===== src/i2c_host_consts.svh =====
// Constants of the supply-regulator bus controller
`ifndef I2C_HOST_CONSTS_SVH
`define I2C_HOST_CONSTS_SVH

// ==========================================
// Own register map
`define REG_CTRL 4'h0
`define REG_PTR 4'h1
`define REG_COUNT 4'h2
`define REG_STAT 4'h3
`define REG_DATA0 4'h4
`define CTRL_GO 0
`define CTRL_DIR 1
`define CTRL_SEL 2
`define CTRL_KEY 3
`define CTRL_RST 8'h08
`define STAT_BUSY 0
`define STAT_DONE 1
`define STAT_NACK 2
`define BUF_DEPTH 4

// ==========================================
// Device side addresses and fields
`define CHIP_ADDR_LO 7'h08
`define CHIP_ADDR_HI 7'h09
`define DEV_REG_LEVEL 8'h02
`define DEV_REG_TONE 8'h03
`define DEV_REG_LIMIT 8'h04
`define MASK_LEVEL 8'h0F
`define MASK_TONE 8'h05
`define MASK_LIMIT 8'h04

// ==========================================
// Timing
`define CLK_PERIOD_NS 40
`define SCL_QTR_NS 2500
`define SCL_QTR_CYC ((`SCL_QTR_NS + `CLK_PERIOD_NS - 1) / `CLK_PERIOD_NS)

`endif


===== src/i2c_host_pkg.sv =====
// Types shared by the bus controller modules
package i2c_host_pkg;
    typedef enum logic [1:0] {C_START = 2'h0, C_STOP = 2'h1, C_WR = 2'h2, C_RD = 2'h3} bit_cmd_t;
    typedef enum logic [2:0] {
        S_IDLE = 3'h0, S_START = 3'h1, S_SEND = 3'h3, S_SACK = 3'h2,
        S_RECV = 3'h6, S_MACK = 3'h7, S_STOP = 3'h5
    } seq_state_t;
    typedef enum logic [1:0] {G_ADDRW = 2'h0, G_PTR = 2'h1, G_DATA = 2'h3, G_ADDRR = 2'h2} stage_t;
endpackage


===== src/bit_link_if.sv =====
// Handshake between byte sequencer and bit engine
`timescale 1ns/1ps
interface bit_link_if;
    logic req;
    i2c_host_pkg::bit_cmd_t cmd;
    logic bit_tx;
    logic done;
    logic bit_rx;
    modport eng (input req, input cmd, input bit_tx, output done, output bit_rx);
    modport seq (output req, output cmd, output bit_tx, input done, input bit_rx);
endinterface


===== src/pin_sync.sv =====
// Two-stage synchroniser for pin inputs
`timescale 1ns/1ps
module pin_sync #(
    parameter int W = 2
) (
    input wire logic clk_sys,
    input wire logic rst_b,
    input wire logic [W-1:0] d,
    output logic [W-1:0] q
);
    logic [W-1:0] meta_q;

    // ==========================================
    // First stage feeds only the second; idle bus reads high
    always_ff @(posedge clk_sys or negedge rst_b)
    begin
        if (!rst_b)
        begin
            meta_q <= '1;
            q <= '1;
        end
        else
        begin
            meta_q <= d;
            q <= meta_q;
        end
    end
endmodule // pin_sync


===== src/i2c_bit_engine.sv =====
// Bit-level bus engine: start, stop, bit out, bit in
`timescale 1ns/1ps
`include "i2c_host_consts.svh"
module i2c_bit_engine #(
    parameter int QTR_CYC = `SCL_QTR_CYC
) (
    input wire logic clk_sys,
    input wire logic rst_b,
    bit_link_if.eng lnk,
    input wire logic scl_i,
    input wire logic sda_i,
    output logic scl_oe_q,
    output logic sda_oe_q
);
    logic [1:0] pin_s;
    logic busy_q;
    i2c_host_pkg::bit_cmd_t cmd_q;
    logic tx_q;
    logic [1:0] ph_q;
    logic [6:0] cnt_q;
    logic stretch;

    pin_sync #(.W(2)) u_sync (.clk_sys(clk_sys), .rst_b(rst_b), .d({scl_i, sda_i}), .q(pin_s));

    // ==========================================
    // Pin pattern per quarter: {clock enable, data enable}
    function automatic logic [1:0] drive(i2c_host_pkg::bit_cmd_t c, logic [1:0] p, logic b);
        logic [1:0] r;
        r = {p == 2'h0 || p == 2'h3, ~b};
        case (c)
            i2c_host_pkg::C_START: r = {p == 2'h3, p[1]};
            i2c_host_pkg::C_STOP: r = {p == 2'h0, ~p[1]};
            default: r = {p == 2'h0 || p == 2'h3, ~b};
        endcase
        return r;
    endfunction

    // Slave holding the clock low stretches the high phase
    assign stretch = (ph_q == 2'h1) && !scl_oe_q && !pin_s[1];

    // ==========================================
    // Quarter timer and phase sequencing
    always_ff @(posedge clk_sys or negedge rst_b)
    begin
        if (!rst_b)
        begin
            busy_q <= 1'b0;
            cmd_q <= i2c_host_pkg::C_STOP;
            tx_q <= 1'b1;
            ph_q <= 2'h0;
            cnt_q <= 7'h00;
            lnk.done <= 1'b0;
            lnk.bit_rx <= 1'b1;
        end
        else
        begin
            lnk.done <= 1'b0;
            if (!busy_q)
            begin
                if (lnk.req)
                begin
                    busy_q <= 1'b1;
                    cmd_q <= lnk.cmd;
                    tx_q <= lnk.bit_tx;
                    ph_q <= 2'h0;
                    cnt_q <= 7'h00;
                end
            end
            else if (!stretch)
            begin
                if (cnt_q == 7'(QTR_CYC - 1))
                begin
                    cnt_q <= 7'h00;
                    ph_q <= ph_q + 2'h1;
                    if (ph_q == 2'h2)
                        lnk.bit_rx <= pin_s[0]; // Sampled at end of clock high
                    if (ph_q == 2'h3)
                    begin
                        busy_q <= 1'b0;
                        lnk.done <= 1'b1;
                    end
                end
                else
                    cnt_q <= cnt_q + 7'h01;
            end
        end
    end

    // Pins follow the phase; they hold their level while idle
    always_ff @(posedge clk_sys or negedge rst_b)
    begin
        if (!rst_b)
        begin
            scl_oe_q <= 1'b0;
            sda_oe_q <= 1'b0;
        end
        else if (busy_q)
            {scl_oe_q, sda_oe_q} <= drive(cmd_q, ph_q, tx_q);
    end
endmodule // i2c_bit_engine


===== src/i2c_host_ctrl.sv =====
// Bus master that programs the supply regulator's registers
//
// Chosen here: the strobed register port.
`timescale 1ns/1ps
`include "i2c_host_consts.svh"
module i2c_host_ctrl #(
    parameter int QTR_CYC = `SCL_QTR_CYC
) (
    input wire logic clk_sys,
    input wire logic rst_b,
    input wire logic [3:0] addr,
    input wire logic [7:0] wdata,
    input wire logic wr,
    input wire logic rd,
    output logic [7:0] rdata_q,
    input wire logic scl_i,
    input wire logic sda_i,
    output logic scl_o_q,
    output logic scl_oe_q,
    output logic sda_o_q,
    output logic sda_oe_q,
    output logic tone_key_q
);
    bit_link_if lnk ();

    i2c_host_pkg::seq_state_t st_q;
    i2c_host_pkg::stage_t stage_q;
    logic [7:0] ctrl_q;
    logic [7:0] ptr_q;
    logic [2:0] count_q;
    logic done_q;
    logic nack_q;
    logic [7:0] buf_q [`BUF_DEPTH];
    logic [7:0] shreg_q;
    logic [2:0] bit_cnt_q;
    logic [1:0] byte_q;
    logic restart_q;
    logic wait_q;
    logic go;
    logic last;
    logic [7:0] tgt;
    logic [7:0] rd_mux;

    i2c_bit_engine #(.QTR_CYC(QTR_CYC)) u_eng (
        .clk_sys(clk_sys),
        .rst_b(rst_b),
        .lnk(lnk),
        .scl_i(scl_i),
        .sda_i(sda_i),
        .scl_oe_q(scl_oe_q),
        .sda_oe_q(sda_oe_q)
    );

    // ==========================================
    // Helpers
    // Chip address from the software select bit CTRL_SEL
    function automatic logic [6:0] chip_addr(logic sel);
        return sel ? `CHIP_ADDR_HI : `CHIP_ADDR_LO;
    endfunction

    // Reserved bits are forced to zero before they leave
    function automatic logic [7:0] res_mask(logic [7:0] ra, logic [7:0] d);
        logic [7:0] m;
        m = 8'hFF;
        case (ra)
            `DEV_REG_LEVEL: m = `MASK_LEVEL;
            `DEV_REG_TONE: m = `MASK_TONE;
            `DEV_REG_LIMIT: m = `MASK_LIMIT;
            default: m = 8'hFF;
        endcase
        return d & m;
    endfunction

    assign go = wr && (addr == `REG_CTRL) && wdata[`CTRL_GO] && (st_q == i2c_host_pkg::S_IDLE);
    assign last = ({1'b0, byte_q} + 3'h1) == count_q;
    assign tgt = ptr_q + {6'h00, byte_q};

    // ==========================================
    // Bit command for the current state
    always_comb
    begin
        lnk.cmd = i2c_host_pkg::C_WR;
        lnk.bit_tx = 1'b1;
        case (st_q)
            i2c_host_pkg::S_START: lnk.cmd = i2c_host_pkg::C_START;
            i2c_host_pkg::S_SEND: lnk.bit_tx = shreg_q[7];
            i2c_host_pkg::S_SACK: lnk.cmd = i2c_host_pkg::C_RD;
            i2c_host_pkg::S_RECV: lnk.cmd = i2c_host_pkg::C_RD;
            i2c_host_pkg::S_MACK: lnk.bit_tx = last;
            i2c_host_pkg::S_STOP: lnk.cmd = i2c_host_pkg::C_STOP;
            default: lnk.cmd = i2c_host_pkg::C_WR;
        endcase
    end

    // One request per bit, then wait for the engine
    assign lnk.req = (st_q != i2c_host_pkg::S_IDLE) && !wait_q;

    always_ff @(posedge clk_sys or negedge rst_b)
    begin
        if (!rst_b)
            wait_q <= 1'b0;
        else if (lnk.done)
            wait_q <= 1'b0;
        else if (lnk.req)
            wait_q <= 1'b1;
    end

    // ==========================================
    // Byte sequencer
    always_ff @(posedge clk_sys or negedge rst_b)
    begin
        if (!rst_b)
        begin
            st_q <= i2c_host_pkg::S_IDLE;
            stage_q <= i2c_host_pkg::G_ADDRW;
            shreg_q <= 8'h00;
            bit_cnt_q <= 3'h0;
            byte_q <= 2'h0;
            restart_q <= 1'b0;
        end
        else
        begin
            case (st_q)
                i2c_host_pkg::S_IDLE:
                    if (go)
                    begin
                        st_q <= i2c_host_pkg::S_START;
                        stage_q <= i2c_host_pkg::G_ADDRW;
                        shreg_q <= {chip_addr(wdata[`CTRL_SEL]), 1'b0};
                        restart_q <= wdata[`CTRL_DIR] && (count_q != 3'h0);
                        bit_cnt_q <= 3'h0;
                        byte_q <= 2'h0;
                    end
                i2c_host_pkg::S_START:
                    if (lnk.done)
                        st_q <= i2c_host_pkg::S_SEND;
                i2c_host_pkg::S_SEND:
                    if (lnk.done)
                    begin
                        shreg_q <= {shreg_q[6:0], 1'b0};
                        bit_cnt_q <= bit_cnt_q + 3'h1;
                        if (bit_cnt_q == 3'h7)
                            st_q <= i2c_host_pkg::S_SACK;
                    end
                i2c_host_pkg::S_SACK:
                    // Every ack slot is checked rather than skipped
                    if (lnk.done)
                    begin
                        if (lnk.bit_rx)
                        begin
                            st_q <= i2c_host_pkg::S_STOP;
                            restart_q <= 1'b0;
                        end
                        else
                        begin
                            case (stage_q)
                                i2c_host_pkg::G_ADDRW:
                                begin
                                    shreg_q <= ptr_q;
                                    stage_q <= i2c_host_pkg::G_PTR;
                                    st_q <= i2c_host_pkg::S_SEND;
                                end
                                i2c_host_pkg::G_PTR:
                                    if (restart_q || count_q == 3'h0)
                                        st_q <= i2c_host_pkg::S_STOP;
                                    else
                                    begin
                                        shreg_q <= res_mask(ptr_q, buf_q[0]);
                                        stage_q <= i2c_host_pkg::G_DATA;
                                        st_q <= i2c_host_pkg::S_SEND;
                                    end
                                i2c_host_pkg::G_DATA:
                                    if (last)
                                        st_q <= i2c_host_pkg::S_STOP;
                                    else
                                    begin
                                        byte_q <= byte_q + 2'h1;
                                        shreg_q <= res_mask(tgt + 8'h01, buf_q[byte_q + 2'h1]);
                                        st_q <= i2c_host_pkg::S_SEND;
                                    end
                                default:
                                    st_q <= i2c_host_pkg::S_RECV;
                            endcase
                        end
                    end
                i2c_host_pkg::S_RECV:
                    if (lnk.done)
                    begin
                        shreg_q <= {shreg_q[6:0], lnk.bit_rx};
                        bit_cnt_q <= bit_cnt_q + 3'h1;
                        if (bit_cnt_q == 3'h7)
                            st_q <= i2c_host_pkg::S_MACK;
                    end
                i2c_host_pkg::S_MACK:
                    // Low ack asks for more, high ack on the last byte ends it
                    if (lnk.done)
                    begin
                        if (last)
                            st_q <= i2c_host_pkg::S_STOP;
                        else
                        begin
                            byte_q <= byte_q + 2'h1;
                            st_q <= i2c_host_pkg::S_RECV;
                        end
                    end
                i2c_host_pkg::S_STOP:
                    // A read restarts only after a full stop, never a repeated start
                    if (lnk.done)
                    begin
                        if (restart_q)
                        begin
                            restart_q <= 1'b0;
                            st_q <= i2c_host_pkg::S_START;
                            stage_q <= i2c_host_pkg::G_ADDRR;
                            shreg_q <= {chip_addr(ctrl_q[`CTRL_SEL]), 1'b1};
                            byte_q <= 2'h0;
                        end
                        else
                            st_q <= i2c_host_pkg::S_IDLE;
                    end
                default:
                    st_q <= i2c_host_pkg::S_IDLE;
            endcase
        end
    end

    // ==========================================
    // Software registers; settings are frozen while a transfer runs
    always_ff @(posedge clk_sys or negedge rst_b)
    begin
        if (!rst_b)
        begin
            ctrl_q <= `CTRL_RST;
            ptr_q <= 8'h00;
            count_q <= 3'h0;
        end
        else if (wr && st_q == i2c_host_pkg::S_IDLE)
        begin
            case (addr)
                `REG_CTRL: ctrl_q <= wdata & 8'h0E;
                `REG_PTR: ptr_q <= wdata;
                `REG_COUNT: count_q <= (wdata > 8'h04) ? 3'h4 : wdata[2:0];
                default: ctrl_q <= ctrl_q;
            endcase
        end
    end

    // Key level toward the device; resets high so bit-only tone works
    always_ff @(posedge clk_sys or negedge rst_b)
    begin
        if (!rst_b)
            tone_key_q <= 1'b1;
        else
            tone_key_q <= ctrl_q[`CTRL_KEY];
    end

    // Open-drain pins only ever drive low
    always_ff @(posedge clk_sys or negedge rst_b)
    begin
        if (!rst_b)
        begin
            scl_o_q <= 1'b0;
            sda_o_q <= 1'b0;
        end
        else
        begin
            scl_o_q <= 1'b0;
            sda_o_q <= 1'b0;
        end
    end

    // Data buffer: loaded by software, or by the receiver
    always_ff @(posedge clk_sys or negedge rst_b)
    begin
        if (!rst_b)
        begin
            for (int i = 0; i < `BUF_DEPTH; i++)
                buf_q[i] <= 8'h00;
        end
        else if (st_q == i2c_host_pkg::S_RECV && lnk.done && bit_cnt_q == 3'h7)
            buf_q[byte_q] <= {shreg_q[6:0], lnk.bit_rx};
        else if (wr && st_q == i2c_host_pkg::S_IDLE && addr[3:2] == 2'b01)
            buf_q[addr[1:0]] <= wdata;
    end

    // Sticky status; a hardware set beats a same-cycle clear
    always_ff @(posedge clk_sys or negedge rst_b)
    begin
        if (!rst_b)
        begin
            done_q <= 1'b0;
            nack_q <= 1'b0;
        end
        else
        begin
            if (st_q == i2c_host_pkg::S_STOP && lnk.done && !restart_q)
                done_q <= 1'b1;
            else if (wr && addr == `REG_STAT && wdata[`STAT_DONE])
                done_q <= 1'b0;
            if (st_q == i2c_host_pkg::S_SACK && lnk.done && lnk.bit_rx)
                nack_q <= 1'b1;
            else if (wr && addr == `REG_STAT && wdata[`STAT_NACK])
                nack_q <= 1'b0;
        end
    end

    // ==========================================
    // Read port: data only in the cycle after the strobe
    always_comb
    begin
        rd_mux = 8'h00;
        case (addr)
            `REG_CTRL: rd_mux = ctrl_q;
            `REG_PTR: rd_mux = ptr_q;
            `REG_COUNT: rd_mux = {5'h00, count_q};
            `REG_STAT: rd_mux = {5'h00, nack_q, done_q, st_q != i2c_host_pkg::S_IDLE};
            default: rd_mux = (addr[3:2] == 2'b01) ? buf_q[addr[1:0]] : 8'h00;
        endcase
    end

    always_ff @(posedge clk_sys or negedge rst_b)
    begin
        if (!rst_b)
            rdata_q <= 8'h00;
        else
            rdata_q <= rd ? rd_mux : 8'h00;
    end
endmodule // i2c_host_ctrl


===== config.mk =====
export PLATFORM = sky130hd
export DESIGN_NAME = i2c_host_ctrl
export DESIGN_NICKNAME = d
export VERILOG_FILES = /design/src/i2c_host_pkg.sv /design/src/bit_link_if.sv /design/src/pin_sync.sv /design/src/i2c_bit_engine.sv /design/src/i2c_host_ctrl.sv
export VERILOG_INCLUDE_DIRS = /design/src
export SDC_FILE = /design/constraint.sdc
export NUM_CORES = 1
export LEC_CHECK = 0
export BUFFER_PORTS_ARGS = -buffer_cell sky130_fd_sc_hd__buf_2
export CAP_MARGIN = 10
export CORE_ASPECT_RATIO = 1.25
export CORE_UTILIZATION = 40
export DETAILED_ROUTE_END_ITERATION = 7
export PLACE_DENSITY = 0.54
export SLEW_MARGIN = 40
export SYNTH_ARGS = -nofsm -noshare
export SYNTH_HDL_FRONTEND = slang
export SYNTH_SLANG_ARGS = --single-unit

===== constraint.sdc =====
create_clock -name clk_sys -period 4 [get_ports clk_sys]
set_input_delay 0.2 -clock clk_sys [delete_from_list [all_inputs] [get_ports clk_sys]]
set_output_delay 0.2 -clock clk_sys [all_outputs]
set_load 0.05 [all_outputs]

==> results of run 1 <==
-- cell families (layout without fill, tap and decap cells) --
logic type / after synthesis / in the layout / share of synthesized area (%)
multiplexers: 44 / 44 / 11.5
XOR/XNOR: 5 / 5 / 0.731
AO/OA/AOI/OAI: 192 / 192 / 21.2
other: 1 / 2 / 0.0626
flip-flops: 98 / 98 / 41.1
adder cells (fa/ha/maj): 16 / 16 / 3.47
buffers and inverters: 62 / 74 / 4.58
AND/OR/NAND/NOR: 218 / 218 / 17.4
-- worst max-delay path: cells and delay by family (launching register included) --
| family | cells | cell delay [ns] |
|---|---|---|
| simple gates | 2 | 0.65 |
| fa+ha+maj | 1 | 0.52 |
| buf+inv | 2 | 0.39 |
| mux | 1 | 0.25 |
| flops | 1 | 0.33 |
| compound gates | 2 | 0.49 |
| xor+xnor | 1 | 0.25 |
-- power by group --
group          leakage (nW)  internal [mW]  total, mW  switching [mW]
logic                  1.38         0.0273     0.0973          0.0700
registers              1.23          0.998       1.00         0.00400
clock network         0.142          0.440      0.872           0.432
-- metrics by stage --
stage | utilization [%] | cell area (µm²) | cells | hold WS [ns]
floorplan | - | 5990 | 637 | -0.0956
global placement | 42.8 | 6210 | 807 | 0.305
detailed placement | 42.8 | 6220 | 807 | 0.275
CTS | 45.0 | 6540 | 826 | 0.105
global route | 45.1 | 6550 | 827 | 0.116
finish | 45.1 | 6550 | 827 | 0.110
-- final cells by class --
type | count | share of cell area [%]
clock buffer | 9 | 3.44
clock inverter | 7 | 1.07
inverter | 17 | 0.974
multi-input combinational | 477 | 49.7
sequential | 98 | 37.6
tap | 178 | 3.40
timing repair buffer | 41 | 3.80
-- how the worst min path moves through the flow --
stage | from | endpoint | slack [ns] | depth (start not counted)
finish | rd | rdata_q[6] | 0.11 | 2
detailed placement | rst_b | shreg_q[4] | 0.28 | 1
global route | rd | rdata_q[4] | 0.12 | 2
global placement | sda_i | u_eng.u_sync.meta_q[0] | 0.31 | 1
floorplan | rst_b | bit_cnt_q[0] | -0.1 | 0
CTS | rd | rdata_q[6] | 0.10 | 2
-- what timing repair did --
| item | in CTS | in global routing |
|---|---|---|
| endpoints found under the hold margin | 63 | 0 |
| hold buffers | 3 | 0 |
| setup endpoints to repair | 0 | 0 |
-- routing by layer --
layer	share of wire, %	global-route usage [%]
met1	41	30.3
met2	49	39.9
met3	5.6	3.89
met4	4.6	12.5
met5	0	0
-- sequential cells by signal, summed over array words and instances (netlist names), 2 cells and up --
register,count
ctrl_q,3
count_q,3
u_eng.u_sync.meta_q,2
bit_cnt_q,3
shreg_q,8
rdata_q,8
byte_q,2
stage_q,2
u_eng.ph_q,2
st_q,3
u_eng.u_sync.q,2
u_eng.cnt_q,7
buf_q,32
u_eng.cmd_q,2
ptr_q,8
-- cell usage after synthesis, drive strengths merged (7+ instances only) --
cell type	number
mux2	16
a22oi	7
nor2b	20
clkbuf	32
a32oi	29
nand2b	10
nor3	16
mux4	18
dfrtp	89
a31oi	10
buf	12
nand3	11
inv	17
a21oi	56
dfstp	9
nor2	76
o21ai	39
nand2	57
ha	15
mux2i	10
==> results.toml, run 1 <==
[final_layout]
final_common_cell = "dfrtp_1"
layout.nets = 678
final_cell_mix = "dfrtp_1 (89), nor2_1 (76), nand2_1 (57)"
antenna_cells = 0
area_growth_syn_to_layout_pct = 9.36
multi_input_area_mm2 = 0.00325
fillers = 1425
seq_area_mm2 = 0.00246
layout-drive-gt1-share_pct = 16.3

[grt]
antenna_found_initial = 1
grt.total_usage_pct = 24.1
gr-total-overflow = 0
grt_max_degree = 72
grt_pass1_vias = 4915
grt_pass1_wl_mm = 28.1

[route]
wire_per_inst_um = 21.5
avgViaCountPerCell = 6.19
vias = 5119
routed_wl_mm = 17.8
ant_nets = 0
first_pass_iters = 7
drt_iter0_drc = 560
remaining_drc_errors = 4

[setup_path]
r2r_setup_slack_ns = 1.05
r2r_cells = 9
max_stage_delay_ns = 0.52
arrival_ns = 3.23
r2r-start = "byte_q[0]"
crit_required_ns = 4.28
crit_path_cell_trace = "buf_4 > inv_1 > ha_1 > xor2_1 > nor3_1 > o21ai_0 > and2_1 > o21ai_0 > mux2i_1"
cp_max_fo = 12
crit_start = "byte_q[0]"
reg2reg_to = "byte_q[0]"
path_common_cell = "o21ai_0"
worstSetupPathType = "flip-flop to flip-flop"
cp-end-kind = "flip-flop"
startpoint_type = "flip-flop"
critPathSlowestCell = "ha_1"
cp-endpoint = "byte_q[0]"

[timing]
worst_pin_slew_ns = 0.852
period_share_pct = 73.8
slew-limit-headroom_pct = 42.7
setup_tns_ns = 0
hold_violations = 0
drv_slew = 0
fin_ws_ns = 1.05
rsz0062_at_grt = "false"
fin_skew_ns = 0.0139
setup_violations = 0
clock.fmax_mhz = 339
min_period_ns = 2.95

[clock_tree]
cts-root-buf = "clkbuf_16"
worstSkewPairLatency_ns = 0.37
cts_buffer_depth = 2
cts_tree = "yes"
cts_buffers = 9
h-tree-depth = 3
cts.sinks = 98
postCtsSetupBuffers = 0
path_clk_slew_ns = 0.08
cts_repair_resize_count = 0

[yosys]
syn_avg_cell_area_um2 = 9.42
ys_seq_elements = 98
synth_enable_flop_cells = 0
yosysWarnings = 0
synth_area_leaders = "dfrtp_1 (37%), mux4_2 (6.8%), nor2_1 (4.8%)"
async_flop_share_pct = 100
synth_cells = 636
synth_area_leader_cell = "dfrtp_1"
ys_types = 65
synth_top_area_share_pct = 37.2
synth_flop_cell = "dfrtp_1"
synth-seq-area-share_pct = 41.1
syn_area_mm2 = 0.00599

[floorplanning]
die_y_um = 139
coreArea_mm2 = 0.0145
rows = 49
ios = 31
initial_core_util_pct = 41.2
die_w_um = 111
fp.dieArea_mm2 = 0.0155

[pwr]
p_per_area_mw_per_mm2 = 301
total_power_mw = 1.97
ir_drop_mv = 0.229
p_leak_nw = 2.76

[place]
gp_congestion = 0.886
hpwl_mm = 13.0
port_buffers = 28
dp_slack_ns = 1.09

[run_status]
status = "complete, but fails checks"
violations = "design-rule violations"

[worst_hold_path]
hold_path_class = "primary input to flip-flop"

[flow_run]
max-cap-violations = 0
Power figures use the tool's default switching activity.
==> inputs of run 2 (changes only) <==
Settings changed: ABC_AREA set to 1.
Clock period 4 ns to 3 ns, I/O delays scaled along.
==> results.toml, run 2 <==
[run_status]
status = "complete, but fails checks"
violations = "design-rule violations"

[yosys]
synth_area_leaders = "dfrtp_1 (37%), nand2_1 (11%), inv_1 (7.0%)"
syn_avg_cell_area_um2 = 7.69
ys_types = 50
synth.top_cells.by_count = "nand2_1 (181), inv_1 (112), dfrtp_1 (89)"
ys_seq_elements = 98
async_flop_share_pct = 100
yosysWarnings = 0
synth_cells = 781
synth_most_common_cell = "nand2_1"
syn_area_mm2 = 0.00600
synth_top_area_share_pct = 37.1
synth_enable_flop_cells = 0
synth_flop_cell = "dfrtp_1"
synth_area_leader_cell = "dfrtp_1"
synth-seq-area-share_pct = 41.0

[final_layout]
regMostFlops = "buf_q"
largest_reg_flops = 32
antenna_cells = 0
final_common_cell = "nand2_1"
area_growth_syn_to_layout_pct = 10.9
layout-drive-gt1-share_pct = 13.4
design_area_mm2 = 0.00666
final_cell_mix = "nand2_1 (181), inv_1 (112), dfrtp_1 (89)"
layout.nets = 847
fillers = 1469
final_cells = 996

[timing]
fin_skew_ns = 0.0105
rsz0062_at_grt = "false"
clock.fmax_mhz = 404
setup_violations = 0
worst_pin_slew_ns = 0.704
hold_violations = 0
hold_ws_ns = 0.0241
period_share_pct = 82.6
setup_tns_ns = 0
drv_slew = 0
min_period_ns = 2.48
slew-limit-headroom_pct = 53.1

[setup_path]
crit_required_ns = 3.24
r2r_setup_slack_ns = 0.52
crit_path_cell_trace = "inv_1 > ha_1 > inv_1 > fa_1 > nor2_1 > nand3_1 > nand2_1 > nand3_1 > nor2_1 > nand2_1 > nand2_1 > nand3_1 > nand2_1 > nand2_1 > nand2_1 > nand2_1"
reg2reg_to = "shreg_q[6]"
max_stage_delay_ns = 0.46
worstSetupPathType = "flip-flop to flip-flop"
cp_max_fo = 5
r2r-start = "ptr_q[0]"
critPathSlowestCell = "dfrtp_1"
cp-end-kind = "flip-flop"
r2r_cells = 16
path_common_cell = "nand2_1"
arrival_ns = 2.72
startpoint_type = "flip-flop"

[floorplanning]
die_y_um = 139
coreArea_mm2 = 0.0145
initial_core_util_pct = 41.3
ios = 31
die_w_um = 112
fp.dieArea_mm2 = 0.0155
rows = 49

[clock_tree]
cts-root-buf = "clkbuf_16"
cts_buffers = 9
cts_tree = "yes"
h-tree-depth = 3
path_clk_slew_ns = 0.07
postCtsSetupBuffers = 0
cts_buffer_depth = 2
cts.sinks = 98
worstSkewPairLatency_ns = 0.36

[route]
routed_wl_mm = 18.2
wire_per_inst_um = 18.3
avgViaCountPerCell = 5.49
remaining_drc_errors = 4
ant_nets = 0
vias = 5472
first_pass_iters = 7
drt_iter0_drc = 401

[grt]
grt.total_usage_pct = 24.2
use_met2_pct = 41.6
met1_usage_pct = 31.7
grt_pass1_wl_mm = 28.9
grt_pass1_vias = 5268
gr-total-overflow = 0
grtUsageMet3_pct = 2.45
grt.busiest_layer = "met2"
grt_max_degree = 51
antenna_found_initial = 0

[flow_run]
max-cap-violations = 0

[worst_hold_path]
hold_end = "ptr_q[4]"
min_path_cells = 3
hold_path_class = "primary input to flip-flop"
hp-start = "wdata[4]"

[pwr]
p_leak_nw = 3.25
p_per_area_mw_per_mm2 = 430
ir_drop_mv = 0.308

[place]
gp_congestion = 0.864
port_buffers = 28
hpwl_mm = 14.0
dpl.cell_count = 976
place_area_mm2 = 0.00629
==> run 2: cell count changes after synthesis, moves of 11 or more <==
cell and change:
nand2_1 +124, nand3_1 +17, o22ai_1 +46, mux4_2 -18, clkbuf_1 -29, o21ai_0 +18, nor2b_1 -20, mux2_2 -15
a32oi_1 -29, a21oi_1 -11, inv_1 +95, o21ai_1 +27, nor2_1 -34
==> run 2: critical path: cells and delay by family, from the launching register on <==
family	cells	cell delay, ns
simple gates	12	1.09
buf+inv	2	0.18
flops	1	0.46
fa+ha+maj	2	0.64
==> run 2: metrics by stage <==
step / setup WS (ns) / util, % / power [mW]
floorplan: 0.480 / - / 1.48
global placement: 0.625 / 43.3 / 1.58
detailed placement: 0.551 / 43.3 / 1.58
CTS: 0.536 / 45.8 / 2.90
global route: 0.376 / 45.8 / 2.95
finish: 0.522 / 45.8 / 2.86
==> run 2: worst max-delay path by stage <==
stage	from	cells past startpoint	end	slack [ns]
floorplan	byte_q[0]	18	shreg_q[6]	0.48
global placement	ptr_q[0]	16	shreg_q[7]	0.62
detailed placement	ptr_q[0]	16	shreg_q[6]	0.55
CTS	ptr_q[0]	16	shreg_q[6]	0.54
global route	ptr_q[0]	16	shreg_q[7]	0.38
finish	ptr_q[0]	16	shreg_q[6]	0.52
==> run 2: routing by layer <==
layer	up-vias	routed length, µm
met5	-	0
met4	0	360
met3	27	765
met2	156	9030
met1	2626	8070
li1	2663	-
==> run 2: kinds of logic after synthesis <==
| group | Yosys count | share of synthesized area (%) |
|---|---|---|
| compound gates | 215 | 21.2 |
| xor+xnor | 4 | 0.584 |
| fa+ha+maj | 16 | 3.46 |
| buf+inv | 141 | 10.0 |
| flops | 98 | 41.0 |
| mux | 1 | 0.188 |
| other cells | 1 | 0.0625 |
| simple gates | 305 | 23.4 |
==> run 2: area by class of cell <==
type | instances | area [µm²] | share of cell area [%]
Timing Repair Buffer | 37 | 233 | 3.49
Inverter | 124 | 468 | 7.03
Clock inverter | 4 | 73.8 | 1.11
Multi-Input combinational cell | 543 | 2940 | 44.2
Clock buffer | 12 | 256 | 3.85
Sequential cell | 98 | 2460 | 37.0
Tap cell | 178 | 223 | 3.34
==> run 2: power by group <==
group	switching, mW	leakage [nW]	internal [mW]	total, mW
combinational	0.156	2.04	0.0535	0.210
sequential	0.00781	1.04	1.34	1.35
clock	0.527	0.163	0.779	1.31
==> run 2: repair_timing <==
| item | 4_1_cts | 5_1_grt |
|---|---|---|
| gates resized for setup | 0 | 0 |
| hold buffers | 4 | 0 |
| endpoints found under the hold margin | 50 | 0 |
==> inputs of run 3 (changes only) <==
Settings changed: ABC_AREA 1 to 0.
Clock period 3 ns to 2.5 ns, I/O delays scaled along.
==> results.toml, run 3 (synthesis gave the netlist of run 1 again) <==
[clock_tree]
cts-root-buf = "clkbuf_16"
cts.sinks = 98
cts_buffer_depth = 2
cts_tree = "yes"
cts_buffers = 9
worstSkewPairLatency_ns = 0.36
h-tree-depth = 3
path_clk_slew_ns = 0.08

[route]
remaining_drc_errors = 6
ant_nets = 0
vias = 5280
drt_iter0_drc = 533
routed_wl_mm = 18.5
first_pass_iters = 8
avgViaCountPerCell = 6.06
wire_per_inst_um = 21.2

[grt]
grt_pass1_vias = 5252
grt_pass1_wl_mm = 29.3
grt_max_degree = 63
gr-total-overflow = 0
grt.total_usage_pct = 24.9
antenna_found_initial = 0

[final_layout]
multi_input_area_mm2 = 0.00328
layout-drive-gt1-share_pct = 22.7
final_cell_mix = "dfrtp_1 (89), nor2_1 (75), nand2_1 (57)"
area_growth_syn_to_layout_pct = 15.6
fillers = 1395
antenna_cells = 0
seq_area_mm2 = 0.00246
largest_reg_flops = 32
layout.nets = 722
final_common_cell = "dfrtp_1"
design_area_mm2 = 0.00693
regMostFlops = "buf_q"

[timing]
slew-limit-headroom_pct = 55.2
drv_slew = 0
period_share_pct = 96.4
hold_ws_ns = 0.0474
setup_tns_ns = 0
worst_pin_slew_ns = 0.670
setup_violations = 0
clock.fmax_mhz = 415
hold_violations = 0
min_period_ns = 2.41
rsz0062_at_grt = "true"
fin_skew_ns = 0.0125

[setup_path]
reg2reg_to = "buf_q[18]"
cp-end-kind = "flip-flop"
arrival_ns = 2.69
r2r_cells = 8
r2r_setup_slack_ns = 0.09
crit_required_ns = 2.78
worstSetupPathType = "flip-flop to flip-flop"
r2r-start = "bit_cnt_q[0]"
cp_max_fo = 16
startpoint_type = "flip-flop"
cp-endpoint = "buf_q[18]"
crit_start = "bit_cnt_q[0]"

[place]
gp_congestion = 0.893
port_buffers = 28
hpwl_mm = 13.6
place_area_mm2 = 0.00658

[flow_run]
max-cap-violations = 0

[floorplanning]
fp.dieArea_mm2 = 0.0155
die_w_um = 111
rows = 49
coreArea_mm2 = 0.0145
die_y_um = 139
ios = 31
initial_core_util_pct = 41.2

[worst_hold_path]
hold_path_class = "primary input to flip-flop"
hp-start = "rd"

[pwr]
p_leak_nw = 2.99
p_per_area_mw_per_mm2 = 454
ir_drop_mv = 0.282

[run_status]
violations = "design-rule violations"
status = "complete, but fails checks"
## run 3: cell count changes in the layout (fill, tap and decap cells not counted), moves of 11 or more
cell,change
inv_1,-96
buf_4,+48
a21oi_1,+11
o21ai_1,-25
nand2_1,-124
mux4_2,+18
nor2b_1,+20
nand3_1,-17
o22ai_1,-46
nor2_1,+33
mux2_2,+15
o21ai_0,-21
a32oi_1,+29
## run 3: cell type report
class                           count  share of cell area (%)
Multi-Input combinational cell    477                    47.4
Timing Repair Buffer               85                    8.71
Tap cell                          178                    3.22
Inverter                           17                   0.921
Sequential cell                    98                    35.6
Clock buffer                        9                    3.25
Clock inverter                      7                   0.958
## run 3: worst min path at each step
stage / cells past startpoint / slack, ns / end
after detailed placement: 1 / 0.13 / ptr_q[1]
after global routing: 2 / 0.05 / rdata_q[6]
after global placement: 1 / 0.13 / ptr_q[1]
after floorplan: 0 / -0.17 / bit_cnt_q[0]
after CTS: 2 / 0.04 / rdata_q[7]
final: 2 / 0.05 / rdata_q[6]
## run 3: layer usage
metal / vias to the layer above / wire [µm] / part of all wire [%] / track usage, %
met5: - / 0 / 0 / 0
met3: 60 / 956 / 5.2 / 3.58
met2: 191 / 8850 / 48 / 41.5
met4: 0 / 984 / 5.3 / 15.4
li1: 2456 / - / - / -
met1: 2573 / 7670 / 42 / 30.3
## run 3: report_power, final
part | leakage [nW] | internal, mW | switching [mW] | total (mW)
Sequential | 1.23 | 1.60 | 0.00714 | 1.60
Clock | 0.135 | 0.693 | 0.675 | 1.37
Combinational | 1.62 | 0.0544 | 0.117 | 0.172
Total | 2.99 | 2.34 | 0.800 | 3.14
## run 3: critical path, cell delays in order, from the launching register on
cell and delay, ns:
dfrtp_1 0.40, ha_1 0.20, ha_1 0.21, and4_1 0.32, nor2_1 0.56, a22o_1 0.22
buf_4 0.23, nor2_1 0.07, a21oi_1 0.12
## run 3: repair_timing
| item | CTS | global route |
|---|---|---|
| hold endpoints to repair | 36 | 0 |
| hold buffers | 3 | 0 |
| resized for setup | 0 | 9 |
| setup buffers | 0 | 1 |
| setup endpoints to repair | 0 | 20 |
## run 3: through the flow
stage / worst slack [ns] / total power [mW] / cells / utilization (%)
2_1_floorplan: 0.00678 / 1.71 / 637 / -
6_report: 0.0912 / 3.14 / 871 / 47.7
3_3_place_gp: 0.00832 / 1.80 / 851 / 45.3
5_1_grt: -0.0321 / 3.25 / 871 / 47.7
3_5_place_dp: 0.0355 / 1.80 / 851 / 45.3
4_1_cts: 0.00873 / 3.17 / 870 / 47.5
